`config.mk`:
```
export PLATFORM = sky130hd
export DESIGN_NAME = pts_regs
export DESIGN_NICKNAME = d
export VERILOG_FILES = /design/src/hw/pts_pkg.sv /design/src/hw/pts_regs.sv
export SDC_FILE = /design/constraint.sdc
export NUM_CORES = 1
export LEC_CHECK = 0
export BUFFER_PORTS_ARGS = -buffer_cell sky130_fd_sc_hd__buf_4
export CORE_UTILIZATION = 55
export CTS_CLUSTER_DIAMETER = 120
export DETAILED_ROUTE_END_ITERATION = 7
export PLACE_DENSITY_LB_ADDON = 0.1
export SLEW_MARGIN = 20
export SYNTH_ARGS = -nofsm -noshare
export SYNTH_HDL_FRONTEND = slang
export SYNTH_SLANG_ARGS = --single-unit
```
`constraint.sdc`:
```
create_clock -name i_clk -period 7.2 [get_ports i_clk]
set_clock_uncertainty 0.2 [all_clocks]
set_input_delay 1.44 -clock i_clk [delete_from_list [all_inputs] [get_ports i_clk]]
set_output_delay 1.44 -clock i_clk [all_outputs]
set_load 0.01 [all_outputs]
```
`src/hw/pts_pkg.sv`:
```
// Purpose: shared constants and types for the time-data/status slice
// Assumes: 16-bit management data, 5-bit register address
// Notes: offsets are register indices on the time-sync page
package pts_pkg;
   // -----------------------------------------------------------------
   // register map
   // -----------------------------------------------------------------
   localparam int AW = 5;
   localparam int DW = 16;
   localparam logic [AW-1:0] A_TDR = 5'h15;
   localparam logic [AW-1:0] A_STS = 5'h16;
   localparam logic [AW-1:0] A_TSTS = 5'h17;
   localparam logic [DW-1:0] ZERO16 = 16'h0000;

   // -----------------------------------------------------------------
   // status register fields
   // -----------------------------------------------------------------
   localparam int B_TXRDY = 11;
   localparam int B_RXRDY = 10;
   localparam int B_FIRED = 9;
   localparam int B_EVRDY = 8;
   localparam int B_IE_HI = 3;
   localparam int B_TXIE = 3;
   localparam int B_RXIE = 2;
   localparam int B_TRIE = 1;
   localparam int B_EVIE = 0;
   localparam logic [3:0] IE_RST = 4'h0;

   // -----------------------------------------------------------------
   // time-data sequencing
   // -----------------------------------------------------------------
   localparam int NTRIG = 8;
   localparam int SELW = 3;
   localparam int PTRW = 3;
   localparam logic [PTRW-1:0] CLK_WORDS = 3'h4;
   localparam logic [PTRW-1:0] TRIG_WORDS = 3'h6;
   localparam logic [PTRW-1:0] PTR_ONE = 3'h1;
   localparam logic [PTRW-1:0] PTR_RST = 3'h0;

   // register port request
   typedef struct packed {
      logic [AW-1:0] addr;
      logic [DW-1:0] wdata;
      logic wr;
      logic rd;
   } pts_bus_t;

   // one-cycle command strobes from the command register
   typedef struct packed {
      logic [SELW-1:0] sel;
      logic trig_rd;
      logic trig_ld;
      logic trig_en;
      logic trig_dis;
      logic clk_smp;
      logic clk_set;
   } pts_cmd_t;

   // what the time-data port is bound to
   typedef enum logic [2:0] {
      M_CLK = 3'h1,
      M_TRD = 3'h2,
      M_TWR = 3'h4
   } pts_mode_t;
endpackage

```
`src/hw/pts_regs.sv`:
```
// Purpose: time-data port, sync status and trigger status registers
// Assumes: command strobes and engine status are synchronous to i_clk
// Notes: read data appears the cycle after the read strobe
//
// Contract
// command strobes decide whether the port carries clock or trigger words
// each port read returns the next 16-bit word of the selected value
// reads past the last field return zero
// each port write stores the next 16-bit field in sequence
// status bits 15:12 and 7:4 ignore writes and read zero
// bit 11 follows transmit stamp availability from the stamp queue
// bit 10 follows receive stamp availability from the stamp queue
// bit 9 sets on a trigger firing, clears when status is read
// bit 9 sets only for triggers with notification enabled
// bit 8 follows event stamp availability from the event queue
// bits 3 and 2 are read-write tx and rx interrupt enables
// bits 1 and 0 are read-write trigger and event interrupt enables
// trigger n active flag at bit 2n, error flag at bit 2n+1
// active flag reads one while trigger enabled and not completed
// error flag sets when a trigger was programmed in the past
// error flag clears when trigger disabled or re-armed
// error flags set only for triggers with notification enabled
// after trigger-read, port reads return that trigger's fields
// trigger-load disables the trigger; port writes fill its fields
// clock-sample captures current time for reading through the port
// clock-set loads the clock from previously written port words
// interrupt request while any flag is set with its enable
// any read, load or sample command restarts the field pointer
`timescale 1ns/100ps
module pts_regs (
   // clock and reset
   input wire logic i_clk,
   input wire logic i_rst,
   // register port
   input wire pts_pkg::pts_bus_t i_bus,
   output logic [pts_pkg::DW-1:0] o_rdata,
   // command strobes
   input wire pts_pkg::pts_cmd_t i_cmd,
   // clock engine
   input wire logic [63:0] i_clk_time,
   output logic o_clk_set,
   output logic [63:0] o_clk_set_val,
   // stamp queues
   input wire logic i_tx_avail,
   input wire logic i_rx_avail,
   input wire logic i_ev_avail,
   // trigger engine
   input wire logic [pts_pkg::NTRIG-1:0] i_trig_fire,
   input wire logic [pts_pkg::NTRIG-1:0] i_trig_late,
   input wire logic [pts_pkg::NTRIG-1:0] i_trig_active,
   input wire logic [pts_pkg::NTRIG-1:0] i_trig_notify,
   output logic o_trig_wr,
   output logic [pts_pkg::SELW-1:0] o_trig_widx,
   output logic [pts_pkg::PTRW-1:0] o_trig_wfield,
   output logic [pts_pkg::DW-1:0] o_trig_wdata,
   output logic o_trig_disable,
   output logic [pts_pkg::SELW-1:0] o_trig_dis_idx,
   // interrupt
   output logic o_irq
);
   localparam int NT = pts_pkg::NTRIG;
   localparam int TW = 6;
   localparam int SW = pts_pkg::SELW;

   // -----------------------------------------------------------------
   // state
   // -----------------------------------------------------------------
   pts_pkg::pts_mode_t mode_r, mode_nxt;
   logic [pts_pkg::SELW-1:0] sel_r, sel_nxt;
   logic [pts_pkg::PTRW-1:0] rd_ptr_r, rd_ptr_nxt;
   logic [pts_pkg::PTRW-1:0] wr_ptr_r, wr_ptr_nxt;
   logic [3:0][15:0] snap_r;
   logic [3:0][15:0] load_r;
   logic [15:0] tmem [NT][TW];
   logic fired_r, fired_nxt;
   logic [3:0] ie_r, ie_nxt;
   logic [NT-1:0] err_r, err_nxt;
   logic [15:0] rdata_nxt;

   // -----------------------------------------------------------------
   // decode
   // -----------------------------------------------------------------
   wire rd_tdr = i_bus.rd && (i_bus.addr == pts_pkg::A_TDR);
   wire rd_sts = i_bus.rd && (i_bus.addr == pts_pkg::A_STS);
   wire rd_tsts = i_bus.rd && (i_bus.addr == pts_pkg::A_TSTS);
   wire wr_tdr = i_bus.wr && (i_bus.addr == pts_pkg::A_TDR);
   wire wr_sts = i_bus.wr && (i_bus.addr == pts_pkg::A_STS);
   // commands that rebind the port and restart the pointers
   wire any_cmd = i_cmd.trig_rd | i_cmd.trig_ld | i_cmd.clk_smp
      | i_cmd.clk_set;
   // a trigger load ends on its last field or on an enable
   wire ld_last = (mode_r == pts_pkg::M_TWR) && wr_tdr
      && (wr_ptr_r == pts_pkg::TRIG_WORDS - pts_pkg::PTR_ONE);
   wire ld_end = ld_last
      || ((mode_r == pts_pkg::M_TWR) && i_cmd.trig_en);
   wire [pts_pkg::PTRW-1:0] rd_lim = (mode_r == pts_pkg::M_TRD)
      ? pts_pkg::TRIG_WORDS : pts_pkg::CLK_WORDS;
   wire [pts_pkg::PTRW-1:0] wr_lim = (mode_r == pts_pkg::M_TWR)
      ? pts_pkg::TRIG_WORDS : pts_pkg::CLK_WORDS;
   wire rd_more = rd_ptr_r < rd_lim;
   wire wr_more = wr_ptr_r < wr_lim;
   wire [15:0] tdr_word = !rd_more ? pts_pkg::ZERO16
      : (mode_r == pts_pkg::M_TRD) ? tmem[sel_r][rd_ptr_r]
      : (mode_r == pts_pkg::M_CLK) ? snap_r[rd_ptr_r[1:0]]
      : pts_pkg::ZERO16;

   // -----------------------------------------------------------------
   // status and trigger status composition
   // -----------------------------------------------------------------
   wire [NT-1:0] fire_ok = i_trig_fire & i_trig_notify;
   wire fire_set = |fire_ok;
   wire [NT-1:0] late_ok = i_trig_late & i_trig_notify;
   wire [3:0] flags = {i_tx_avail, i_rx_avail, fired_r, i_ev_avail};
   logic [15:0] sts_word;
   logic [15:0] tsts_word;
   logic [NT-1:0] err_clr;

   // reserved bits stay zero; ready bits mirror the queues
   always_comb begin
      sts_word = pts_pkg::ZERO16;
      sts_word[pts_pkg::B_TXRDY] = i_tx_avail;
      sts_word[pts_pkg::B_RXRDY] = i_rx_avail;
      sts_word[pts_pkg::B_FIRED] = fired_r;
      sts_word[pts_pkg::B_EVRDY] = i_ev_avail;
      sts_word[pts_pkg::B_IE_HI:0] = ie_r;
   end

   // disable, enable and load all re-arm the trigger named in the
   // command itself; the port binding may point at another trigger
   wire cmd_rearm = i_cmd.trig_dis | i_cmd.trig_en | i_cmd.trig_ld;
   wire [pts_pkg::SELW-1:0] cmd_sel = i_cmd.sel;

   // trigger n: active at 2n, error at 2n+1
   genvar g;
   generate
      for (g = 0; g < NT; g++) begin : g_trig
         assign tsts_word[2*g] = i_trig_active[g];
         assign tsts_word[2*g+1] = err_r[g];
         assign err_clr[g] = (cmd_sel == SW'(g)) && cmd_rearm;
      end
   endgenerate

   // -----------------------------------------------------------------
   // next-state logic
   // -----------------------------------------------------------------
   // set wins over clear so a late event is never lost
   always_comb begin
      err_nxt = (err_r & ~err_clr) | late_ok;
      fired_nxt = (fired_r & ~rd_sts) | fire_set;
      ie_nxt = wr_sts ? i_bus.wdata[pts_pkg::B_IE_HI:0] : ie_r;
      rdata_nxt = rd_tdr ? tdr_word
         : rd_sts ? sts_word
         : rd_tsts ? tsts_word
         : pts_pkg::ZERO16;
   end

   // port binding and field pointers
   always_comb begin
      mode_nxt = mode_r;
      sel_nxt = sel_r;
      rd_ptr_nxt = rd_ptr_r;
      wr_ptr_nxt = wr_ptr_r;
      if (any_cmd) begin
         rd_ptr_nxt = pts_pkg::PTR_RST;
         wr_ptr_nxt = pts_pkg::PTR_RST;
         if (i_cmd.trig_ld) begin
            mode_nxt = pts_pkg::M_TWR;
            sel_nxt = cmd_sel;
         end else if (i_cmd.trig_rd) begin
            mode_nxt = pts_pkg::M_TRD;
            sel_nxt = cmd_sel;
         end else begin
            mode_nxt = pts_pkg::M_CLK;
         end
      end else begin
         if (rd_tdr && rd_more)
            rd_ptr_nxt = rd_ptr_r + pts_pkg::PTR_ONE;
         if (wr_tdr && wr_more && mode_r != pts_pkg::M_TRD)
            wr_ptr_nxt = wr_ptr_r + pts_pkg::PTR_ONE;
         if (ld_end) begin
            mode_nxt = pts_pkg::M_CLK;
            wr_ptr_nxt = pts_pkg::PTR_RST;
         end
      end
   end

   // -----------------------------------------------------------------
   // control registers
   // -----------------------------------------------------------------
   // short flops only; all decisions live above
   always_ff @(posedge i_clk or posedge i_rst) begin
      if (i_rst) begin
         mode_r <= pts_pkg::M_CLK;
         sel_r <= '0;
         rd_ptr_r <= pts_pkg::PTR_RST;
         wr_ptr_r <= pts_pkg::PTR_RST;
         fired_r <= 1'b0;
         ie_r <= pts_pkg::IE_RST;
         err_r <= '0;
         o_rdata <= pts_pkg::ZERO16;
      end else begin
         mode_r <= mode_nxt;
         sel_r <= sel_nxt;
         rd_ptr_r <= rd_ptr_nxt;
         wr_ptr_r <= wr_ptr_nxt;
         fired_r <= fired_nxt;
         ie_r <= ie_nxt;
         err_r <= err_nxt;
         o_rdata <= rdata_nxt;
      end
   end

   // -----------------------------------------------------------------
   // time buffers and trigger field store
   // -----------------------------------------------------------------
   wire clk_wr = wr_tdr && !any_cmd && wr_more
      && (mode_r == pts_pkg::M_CLK);
   wire trg_wr = wr_tdr && !any_cmd && wr_more
      && (mode_r == pts_pkg::M_TWR);

   // snapshot and load words, reset so reads are never unknown
   always_ff @(posedge i_clk or posedge i_rst) begin
      if (i_rst) begin
         snap_r <= '0;
         load_r <= '0;
      end else begin
         if (i_cmd.clk_smp)
            snap_r <= i_clk_time;
         if (clk_wr)
            load_r[wr_ptr_r[1:0]] <= i_bus.wdata;
      end
   end

   // field store has no reset; read back only after a load
   always_ff @(posedge i_clk) begin
      if (trg_wr)
         tmem[sel_r][wr_ptr_r] <= i_bus.wdata;
   end

   // -----------------------------------------------------------------
   // strobes to the engines
   // -----------------------------------------------------------------
   always_ff @(posedge i_clk or posedge i_rst) begin
      if (i_rst) begin
         o_clk_set <= 1'b0;
         o_trig_wr <= 1'b0;
         o_trig_widx <= '0;
         o_trig_wfield <= pts_pkg::PTR_RST;
         o_trig_wdata <= pts_pkg::ZERO16;
         o_trig_disable <= 1'b0;
         o_trig_dis_idx <= '0;
      end else begin
         o_clk_set <= i_cmd.clk_set;
         o_trig_wr <= trg_wr;
         o_trig_widx <= sel_r;
         o_trig_wfield <= wr_ptr_r;
         o_trig_wdata <= i_bus.wdata;
         o_trig_disable <= i_cmd.trig_ld;
         o_trig_dis_idx <= cmd_sel;
      end
   end

   // value stands in flops from the last writes
   assign o_clk_set_val = load_r;
   // level, follows flags combinationally
   assign o_irq = |(flags & ie_r);
endmodule

```
## After elaboration in Yosys (flattened, before gate mapping)

Memories as Yosys holds them, arrays and structs flattened.
Cells that the tools add are included.

- Memory bits (writable): 768
- Word-level logic and storage cells: 131
- Output and inout bits: 109
- Memories: 1
- Bits of input ports: 133
- Flip-flop bits (word level): 197

Memory list:

| memory | depth | width | read ports | clocked after Yosys merged registers in | write ports | RTL line | RTL |
|---|---|---|---|---|---|---|---|
| tmem | 8 | 96 | 1 | 0 | 1 | pts_regs.sv:74 | `logic [15:0] tmem [NT][TW];` |

- Multiplexer cells: 31
- Eq/ne operators: 15
- Reduce and logical (&&, ||, !) cells: 35
- Order comparisons: 8
- Add/sub/neg operators: 2
- Bitwise gates (word level): 16

Operators with widths:

| operator | number |
|---|---|
| 16-bit 2-to-1 mux | 11 |
| 96-bit 2-to-1 mux | 1 |
| 64-bit bitwise mux | 1 |
| 16-bit binary-select mux with 3-bit select | 1 |
| 16-bit demux with 3-bit select | 1 |
| 16-bit binary-select mux with 2-bit select | 1 |
| 16-bit demux with 2-bit select | 1 |
| 3-bit 2-to-1 mux | 10 |
| 1-bit logical AND | 25 |
| 8-bit bitwise AND | 3 |
| 3-bit equality test, second input constant | 6 |
| 5-bit equality test, second input constant | 3 |
| 3-bit by 2-bit equality test with 1-bit output, second input constant | 3 |
| 4-bit greater-or-equal comparator, second input constant | 2 |
| 3-bit NOT with 4-bit output | 2 |
| 8-bit NOT | 1 |
| 8-bit bitwise OR | 1 |
| 8-bit OR reduction | 1 |
| 3-bit by 1-bit adder with 3-bit output, second input constant | 2 |
| 3-bit by 1-bit equality test with 1-bit output, second input constant | 2 |
| 2-bit by 3-bit less-than comparator with 1-bit output, second input constant | 2 |
| 3-bit less-than comparator | 2 |
| 2-bit 2-to-1 mux | 3 |
| 1-bit bitwise OR | 6 |
| other kinds (14) | 16 |

## Logic depth before layout (Yosys ltp)

Gate-level depths: netlist of run 1.

- Word-level depth: 9
- Gate-level depth with buffers: 11
- Depth with buffers taken out: 7

## Least setup slack after synthesis of run 1

OpenSTA, ideal clock, no wires.

- Path type: input -> register
- Start: input i_bus[21] (netlist bit)
- End: memory tmem[4][48] (netlist bit), enable pin
- Setup slack: 3,192 ps
- Path buffers: 1
- Stages on the path: 8
- Arrival time: 3,420 ps
- Cell sequence: nand3b_1 > nor3_1 > and2_1 > and3_1 > clkbuf_1 > and2_1 > nand2_1 > nor2_1

- Cells in the longest elaborated chain, start to end: 7

Ends and longest elaborated chain:

| item | RTL line | RTL |
|---|---|---|
| from (decl) | pts_regs.sv:35 | `input wire pts_pkg::pts_bus_t i_bus,` |
| 5-bit equality test | pts_regs.sv:86 | `wire wr_tdr = i_bus.wr && (i_bus.addr == pts_pkg::A_TDR);` |
| 1-bit logical AND | pts_regs.sv:86 |  |
| 1-bit logical AND (2 in series) | pts_regs.sv:218 | `wire trg_wr = wr_tdr && !any_cmd && wr_more` |
| 1-bit logical AND | pts_regs.sv:219 | `&& (mode_r == pts_pkg::M_TWR);` |
| via trg_wr | pts_regs.sv:218 |  |
| 1-bit 2-to-1 mux | pts_regs.sv:236 | `if (trg_wr)` |
| 96-bit 2-to-1 mux (not written as such) | pts_regs.sv:237 | `tmem[sel_r][wr_ptr_r] <= i_bus.wdata;` |
| to (decl) | pts_regs.sv:74 |  |

The timed path passes the listed nets, and every way through them passes these cells.

## Final worst setup path of run 1

- Start: input i_cmd[1] (netlist bit)
- End: memory tmem[0][73] (netlist bit), enable pin

- Cells in the longest elaborated chain, start to end: 8

Ends and longest elaborated chain:

| item | RTL line | RTL |
|---|---|---|
| from (decl) | pts_regs.sv:38 | `input wire pts_pkg::pts_cmd_t i_cmd,` |
| 1-bit bitwise OR | pts_regs.sv:89 | `wire any_cmd = i_cmd.trig_rd \| i_cmd.trig_ld \| i_cmd.clk_smp` |
| 1-bit bitwise OR | pts_regs.sv:90 | `\| i_cmd.clk_set;` |
| 1-bit logical NOT | pts_regs.sv:218 |  |
| 1-bit logical AND (2 in series) | pts_regs.sv:218 |  |
| 1-bit logical AND | pts_regs.sv:219 |  |
| 1-bit 2-to-1 mux | pts_regs.sv:236 |  |
| 96-bit 2-to-1 mux (not written as such) | pts_regs.sv:237 |  |

Every way passes these cells.

==> results of run 1 <==
==> synthesized netlist by cell type, drive strengths merged (11+ instances only) <==
library cell  number
o2bb2ai           18
mux2i            129
nand2            130
buf               94
dfrtp            196
nor2             121
a221oi            59
a221o             13
inv               11
o21ai             89
a22oi             37
edfxtp           768
a31oi             13
a21oi             96
o211ai            12
mux4              64
mux2             195
clkbuf            41
nor3              12
o221ai            13
nand3             15
==> layout make-up <==
class | instances | share of cell area, %
clock inverter | 54 | 1.28
sequential | 965 | 63.5
timing repair buffer | 302 | 5.15
inverter | 11 | 0.111
clock buffer | 129 | 6.13
multi-input combinational | 1131 | 21.2
tap | 931 | 2.64
antenna | 3 | 0.0170
==> power groups by stage <==
stage                     registers (µW)  clock network (µW)  logic (µW)
after floorplan                     6220                   0         489
after global placement              6240                   0         869
after detailed placement            6240                   0         880
after CTS                           6130                5180         882
after global routing                6130                5410         933
final                               6130                5140         903
==> critical path: stages <==
cell and delay [ns]:
buf_4 0.35, nor4_1 0.69, and3_1 0.43, nand3_1 0.65, nor2_2 0.90
==> sequential cells by signal (all words and copies together) (netlist names), 4 cells and up <==
name and flops:
err_r 8, ie_r 4, o_clk_set_val 64, o_rdata 16, o_trig_wdata 16, snap_r 64
tmem 768
==> worst max path at each step <==
stage,startpoint,end,slack [ns],depth (start not counted)
floorplan,i_rst,err_r[0],0.19,1
detailed placement,i_cmd[1],tmem[0][73],1.85,5
global placement,i_cmd[1],tmem[6][72],2.04,5
global route,i_cmd[1],tmem[6][76],2.63,5
CTS,i_cmd[1],tmem[2][70],2.55,5
finish,i_cmd[1],tmem[0][73],2.78,5
==> cells by family after synthesis <==
| group | after synthesis | share of synthesized area, % |
|---|---|---|
| AOI/OAI and AO/OA | 409 | 7.39 |
| xor gates and xnor gates | 4 | 0.0918 |
| adders and majority gates | 5 | 0.164 |
| buffers and inverters | 146 | 2.37 |
| DFF | 965 | 73.3 |
| muxes | 388 | 12.9 |
| and+or+nand+nor | 325 | 3.72 |
==> per-layer routing <==
| metal | global-route usage [%] | part of all wire (%) | up-vias |
|---|---|---|---|
| met1 | 43.5 | 38 | 11563 |
| met4 | 13.3 | 4.2 | 0 |
| met2 | 48.8 | 46 | 1539 |
| met3 | 7.75 | 11 | 263 |
| li1 | - | - | 9383 |
| met5 | 0 | 0 | - |
==> stage by stage <==
stage | hold slack (ns) | power (µW)
5_1_grt | 0.315 | 12500
3_5_place_dp | 0.282 | 7120
3_3_place_gp | 0.277 | 7110
4_1_cts | 0.296 | 12200
6_report | 0.293 | 12200
2_1_floorplan | 0.176 | 6710
==> flow_metrics.py, run 1 <==
metrics = {
    "status": {
        "status": "completed",
    },
    "worst_setup_path": {
        "path_class": "input port to flip-flop",
        "arrival_ns": 4.50,
        "crit_fanout": 66,
        "reg2reg_depth": 9,
        "crit_path_start_kind": "input port",
        "required_ns": 7.28,
        "endpoint_kind": "flip-flop",
        "worst-r2r-setup-slack_ns": 2.84,
        "timing.rr.start": "sel_r[0]",
        "rr_endpoint": "o_rdata[9]",
    },
    "clock_network": {
        "cts_hold_buf": 0,
        "cts-resized-gates": 0,
        "cts_root_buf": "clkbuf_16",
        "cts.sinks": 965,
        "numCtsBuffers": 97,
        "h-tree-depth": 3,
        "clk_pin_slew_worst_paths_ns": 0.06,
        "cts_buffer_depth": 3,
        "post_cts_buffers": 0,
        "cts_tree": "built",
        "clkLatencyLatePin_ns": 0.64,
    },
    "logic_synthesis": {
        "synth-edff-count": 768,
        "synthCells": 2242,
        "synth_area_um2": 38200,
        "synthArstFlopShare_pct": 20.4,
        "syn_nets": 2380,
        "synth-warning-count": 0,
        "syn_area_per_cell_um2": 17.0,
        "yosys-top-cells-area": "edfxtp_1 (60%), dfrtp_1 (13%), mux2_2 (4.1%), mux4_2 (3.8%), mux2i_1 (3.4%)",
        "synth_seq_cells": 965,
        "synth_cell_type_count": 76,
        "synth_top_area_share_pct": 60.4,
        "ys.flop_type": "edfxtp_1",
        "synth_top_area_cell": "edfxtp_1",
        "synth-seq-area-share_pct": 73.3,
    },
    "place": {
        "dp_slack_ns": 1.85,
        "numPortBuffers": 241,
        "place_area_um2": 40800,
        "routabilityCongestion": 0.929,
        "dp_hpwl_mm": 67.7,
        "dpl.cell_count": 3339,
    },
    "power": {
        "share_clk_of_total_power_pct": 42.2,
        "max-vdd-ir-drop_mv": 0.213,
        "combPwrFrac_pct": 7.4,
        "total_leakage_power_uw": 0.0160,
        "p_int_uw": 9400,
        "cellPowerDensity_nw_per_um2": 276,
        "power.share.switching_pct": 22.8,
        "switching_power_uw": 2780,
        "pwr-share-seq_pct": 50.3,
    },
    "hold_path": {
        "min_from": "o_clk_set_val[53]",
        "whs_path_depth": 1,
        "min_path_type": "flip-flop to flip-flop",
        "hold_path_end": "o_clk_set_val[53]",
    },
    "sta": {
        "setup_violations": 0,
        "worst_pin_slew_ns": 1.16,
        "drv_slew": 0,
        "setup_tns_ns": 0,
        "achievable-frequency_ghz": 0.226,
        "hold_violations": 0,
        "fin_crit_ns": 4.42,
        "period_share_pct": 61.4,
        "setup_slack_ns": 2.78,
        "slew_headroom_pct": 22.5,
        "rsz0062_at_grt": "no",
    },
    "die": {
        "dieArea_um2": 70500,
        "placementRows": 96,
        "die-height_um": 265,
        "ios": 242,
        "fp.dieW_um": 265,
        "coreArea_um2": 68600,
        "start_util_pct": 55.7,
    },
    "cells_and_area": {
        "n_fill_cell": 4883,
        "stdcell_area_um2": 44100,
        "drive_gt1_share_pct": 27.2,
        "regArea_um2": 28000,
        "finalNonFillerCells": 3526,
        "final_common_cell": "edfxtp_1",
        "post-route-util_pct": 64.3,
        "syn_to_final_growth_pct": 15.6,
        "layout.nets": 2646,
        "multiInputGateArea_um2": 9360,
        "final_cell_mix": "edfxtp_1 (768), buf_4 (301), dfrtp_1 (192)",
    },
    "run": {
        "maxCapViolCount": 0,
    },
    "grt": {
        "grt_overflow": 0,
        "grt_max_degree": 129,
        "grt_antenna_before_repair": 1,
        "grt_pass1_vias": 22615,
        "track_usage_pct": 31.7,
        "grt_pass1_wl_mm": 158,
    },
    "drt": {
        "firstDrtPassIters": 6,
        "routed_wl_mm": 111,
        "drcViolationCount": 0,
        "ant_nets": 0,
        "drt_iter0_markers": 3192,
        "detail_route.wl_per_cell_um": 31.4,
        "num_vias": 22748,
        "via_per_inst": 6.45,
    },
}
Note: power is estimated with default switching activity, not from simulation.
==> run 2: changes to the inputs <==
--- a/config.mk
+++ b/config.mk
@@ -5,8 +5,9 @@
 export SDC_FILE = /design/constraint.sdc
 export NUM_CORES = 1
 export LEC_CHECK = 0
+export ABC_AREA = 1
 export BUFFER_PORTS_ARGS = -buffer_cell sky130_fd_sc_hd__buf_4
-export CORE_UTILIZATION = 55
+export CORE_UTILIZATION = 61
 export CTS_CLUSTER_DIAMETER = 120
 export DETAILED_ROUTE_END_ITERATION = 7
 export PLACE_DENSITY_LB_ADDON = 0.1
==> constraint.sdc (replaced) <==
create_clock -name i_clk -period 4.2 [get_ports i_clk]
set_clock_uncertainty 0.2 [all_clocks]
set_input_delay 0.84 -clock i_clk [delete_from_list [all_inputs] [get_ports i_clk]]
set_output_delay 0.84 -clock i_clk [all_outputs]
set_load 0.01 [all_outputs]
==> flow_metrics.py, run 2 <==
metrics = {
    "status": {
        "status": "completed",
    },
    "drt": {
        "drcViolationCount": 0,
        "dr_wl_met2_mm": 51.9,
        "ant_nets": 0,
        "via_per_inst": 5.64,
        "routed_wl_mm": 111,
        "detail_route.wl_per_cell_um": 22.2,
        "num_vias": 28255,
        "top_layer": "met4",
        "drt_iter0_markers": 3745,
        "met3WireLength_mm": 12.6,
        "firstDrtPassIters": 6,
        "wl_met1_mm": 42.2,
    },
    "logic_synthesis": {
        "synth_top_area_cell": "edfxtp_1",
        "synth_top_area_share_pct": 57.8,
        "ys.flop_type": "edfxtp_1",
        "synth.most_common_cell": "nand2_1",
        "yosys-top-cells-area": "edfxtp_1 (58%), nand2_1 (13%), dfrtp_1 (12%), inv_1 (4.0%), nand3_1 (3.9%)",
        "synth_cell_type_count": 36,
        "synth-edff-count": 768,
        "synthArstFlopShare_pct": 20.4,
        "synth-warning-count": 0,
        "syn_area_per_cell_um2": 10.5,
        "synthCells": 3812,
        "yosys-top-cells-count": "nand2_1 (1,339), edfxtp_1 (768), inv_1 (429), nand3_1 (314), nor2_1 (210)",
        "syn_nets": 3950,
        "synth_seq_cells": 965,
        "synth_area_um2": 39900,
        "synth-seq-area-share_pct": 70.2,
    },
    "sta": {
        "hold_violations": 0,
        "period_share_pct": 78.1,
        "achievable-frequency_ghz": 0.305,
        "worst_hold_slack_ns": 0.0834,
        "worst_pin_slew_ns": 1.11,
        "drv_slew": 0,
        "rsz0062_at_grt": "no",
        "fin_crit_ns": 3.28,
        "setup_tns_ns": 0,
        "setup_violations": 0,
        "slew_headroom_pct": 25.3,
    },
    "worst_setup_path": {
        "required_ns": 4.33,
        "endpoint_kind": "flip-flop",
        "timing.rr.start": "sel_r[2]",
        "path_class": "flip-flop to flip-flop",
        "arrival_ns": 3.41,
        "rr_endpoint": "tmem[1][36]",
        "crit_path_start_kind": "flip-flop",
        "crit_fanout": 16,
        "reg2reg_depth": 7,
        "worst-r2r-setup-slack_ns": 0.92,
    },
    "cells_and_area": {
        "final_common_cell": "nand2_1",
        "syn_to_final_growth_pct": 15.1,
        "layout.nets": 4212,
        "finalNonFillerCells": 5007,
        "max_flop_register": "tmem",
        "final_cell_mix": "nand2_1 (1,339), edfxtp_1 (768), inv_1 (428)",
        "drive_gt1_share_pct": 12.6,
        "largest_reg_flops": 768,
        "diodes": 0,
    },
    "clock_network": {
        "cts_root_buf": "clkbuf_16",
        "cts.sinks": 965,
        "h-tree-depth": 3,
        "clk_pin_slew_worst_paths_ns": 0.06,
        "cts_tree": "built",
        "cts-resized-gates": 0,
        "post_cts_buffers": 0,
        "numCtsBuffers": 93,
        "clkLatencyLatePin_ns": 0.66,
        "cts_hold_buf": 0,
        "cts_buffer_depth": 3,
    },
    "power": {
        "total_power_uw": 20300,
        "cellPowerDensity_nw_per_um2": 443,
        "max-vdd-ir-drop_mv": 0.443,
        "total_leakage_power_uw": 0.0197,
    },
    "hold_path": {
        "min_path_type": "input port to async pin",
    },
    "die": {
        "fp.dieW_um": 258,
        "die-height_um": 258,
        "ios": 242,
        "placementRows": 93,
        "coreArea_um2": 64500,
        "dieArea_um2": 66400,
        "start_util_pct": 61.9,
    },
    "grt": {
        "grt_antenna_before_repair": 1,
        "grt_overflow": 0,
        "grt_pass1_vias": 26729,
        "grt_pass1_wl_mm": 163,
        "track_usage_pct": 33.6,
        "grt_max_degree": 141,
    },
    "place": {
        "dpl.cell_count": 4834,
        "numPortBuffers": 241,
        "dp_hpwl_mm": 67.1,
        "routabilityCongestion": 0.966,
    },
    "run": {
        "maxCapViolCount": 0,
    },
}
[run 2: changes by cell type after synthesis, moves of 64 or more]
cell	delta
mux4_2	-64
mux2_2	-139
o21ai_0	+102
nand2_1	+1213
inv_1	+419
nor2_1	+90
nand3_1	+299
mux2i_1	-129
[run 2: where the power goes]
group | internal [µW] | switching [µW] | total (µW)
combinational | 402 | 1200 | 1610
clock | 4640 | 3610 | 8240
sequential | 10400 | 47.7 | 10500
[run 2: kinds of logic (layout without fill, tap and decap cells)]
| logic type | after synthesis | in the layout | share of synthesized area [%] |
|---|---|---|---|
| and+or+nand+nor | 1944 | 1944 | 19.9 |
| DFF | 965 | 965 | 70.2 |
| buffers and inverters | 614 | 954 | 6.10 |
| AOI/OAI and AO/OA | 282 | 282 | 3.61 |
| adders and majority gates | 5 | 5 | 0.157 |
| xor gates and xnor gates | 2 | 2 | 0.0439 |
[run 2: layout make-up]
| class | instances | area, µm² |
|---|---|---|
| tap | 855 | 1070 |
| clock inverter | 59 | 537 |
| multi-input combinational | 2233 | 9490 |
| fill | 4671 | 18600 |
| timing repair buffer | 344 | 2680 |
| clock buffer | 114 | 2470 |
| inverter | 437 | 1650 |
| sequential | 965 | 28000 |
[run 2: worst max path at each step]
| stage | from | end | slack (ns) | cells past startpoint |
|---|---|---|---|---|
| after global routing | sel_r[2] | tmem[1][40] | 0.73 | 7 |
| after detailed placement | i_bus[21] | tmem[3][41] | 0.49 | 11 |
| final | sel_r[2] | tmem[1][36] | 0.92 | 7 |
| after global placement | i_bus[21] | tmem[3][41] | 0.56 | 11 |
| after floorplan | i_rst | err_r[0] | 0.61 | 1 |
| after CTS | sel_r[2] | tmem[1][40] | 0.91 | 7 |
[run 2: metrics by stage]
| step | setup WS (ns) | instance area (µm²) | utilization [%] |
|---|---|---|---|
| final | 0.921 | 45900 | 71.2 |
| after global routing | 0.732 | 45900 | 71.2 |
| after CTS | 0.913 | 45900 | 71.2 |
| after detailed placement | 0.489 | 42900 | 66.5 |
| after global placement | 0.561 | 42900 | 66.5 |
| after floorplan | 0.614 | 39900 | - |
[run 2: routing by layer]
layer  global-route usage, %  up-vias
li1                        -    12986
met1                    47.0    13378
met2                    52.3     1605
met3                    6.86      286
met4                    13.7        0
met5                       0        -
[run 2: critical path, cell delays in order (launching register included)]
cell and delay [ns]:
dfrtp_2 0.44, inv_2 0.30, nand2_1 0.12, nor2_1 0.73, buf_4 0.34, inv_1 0.32, nor2_1 0.22, buf_4 0.27
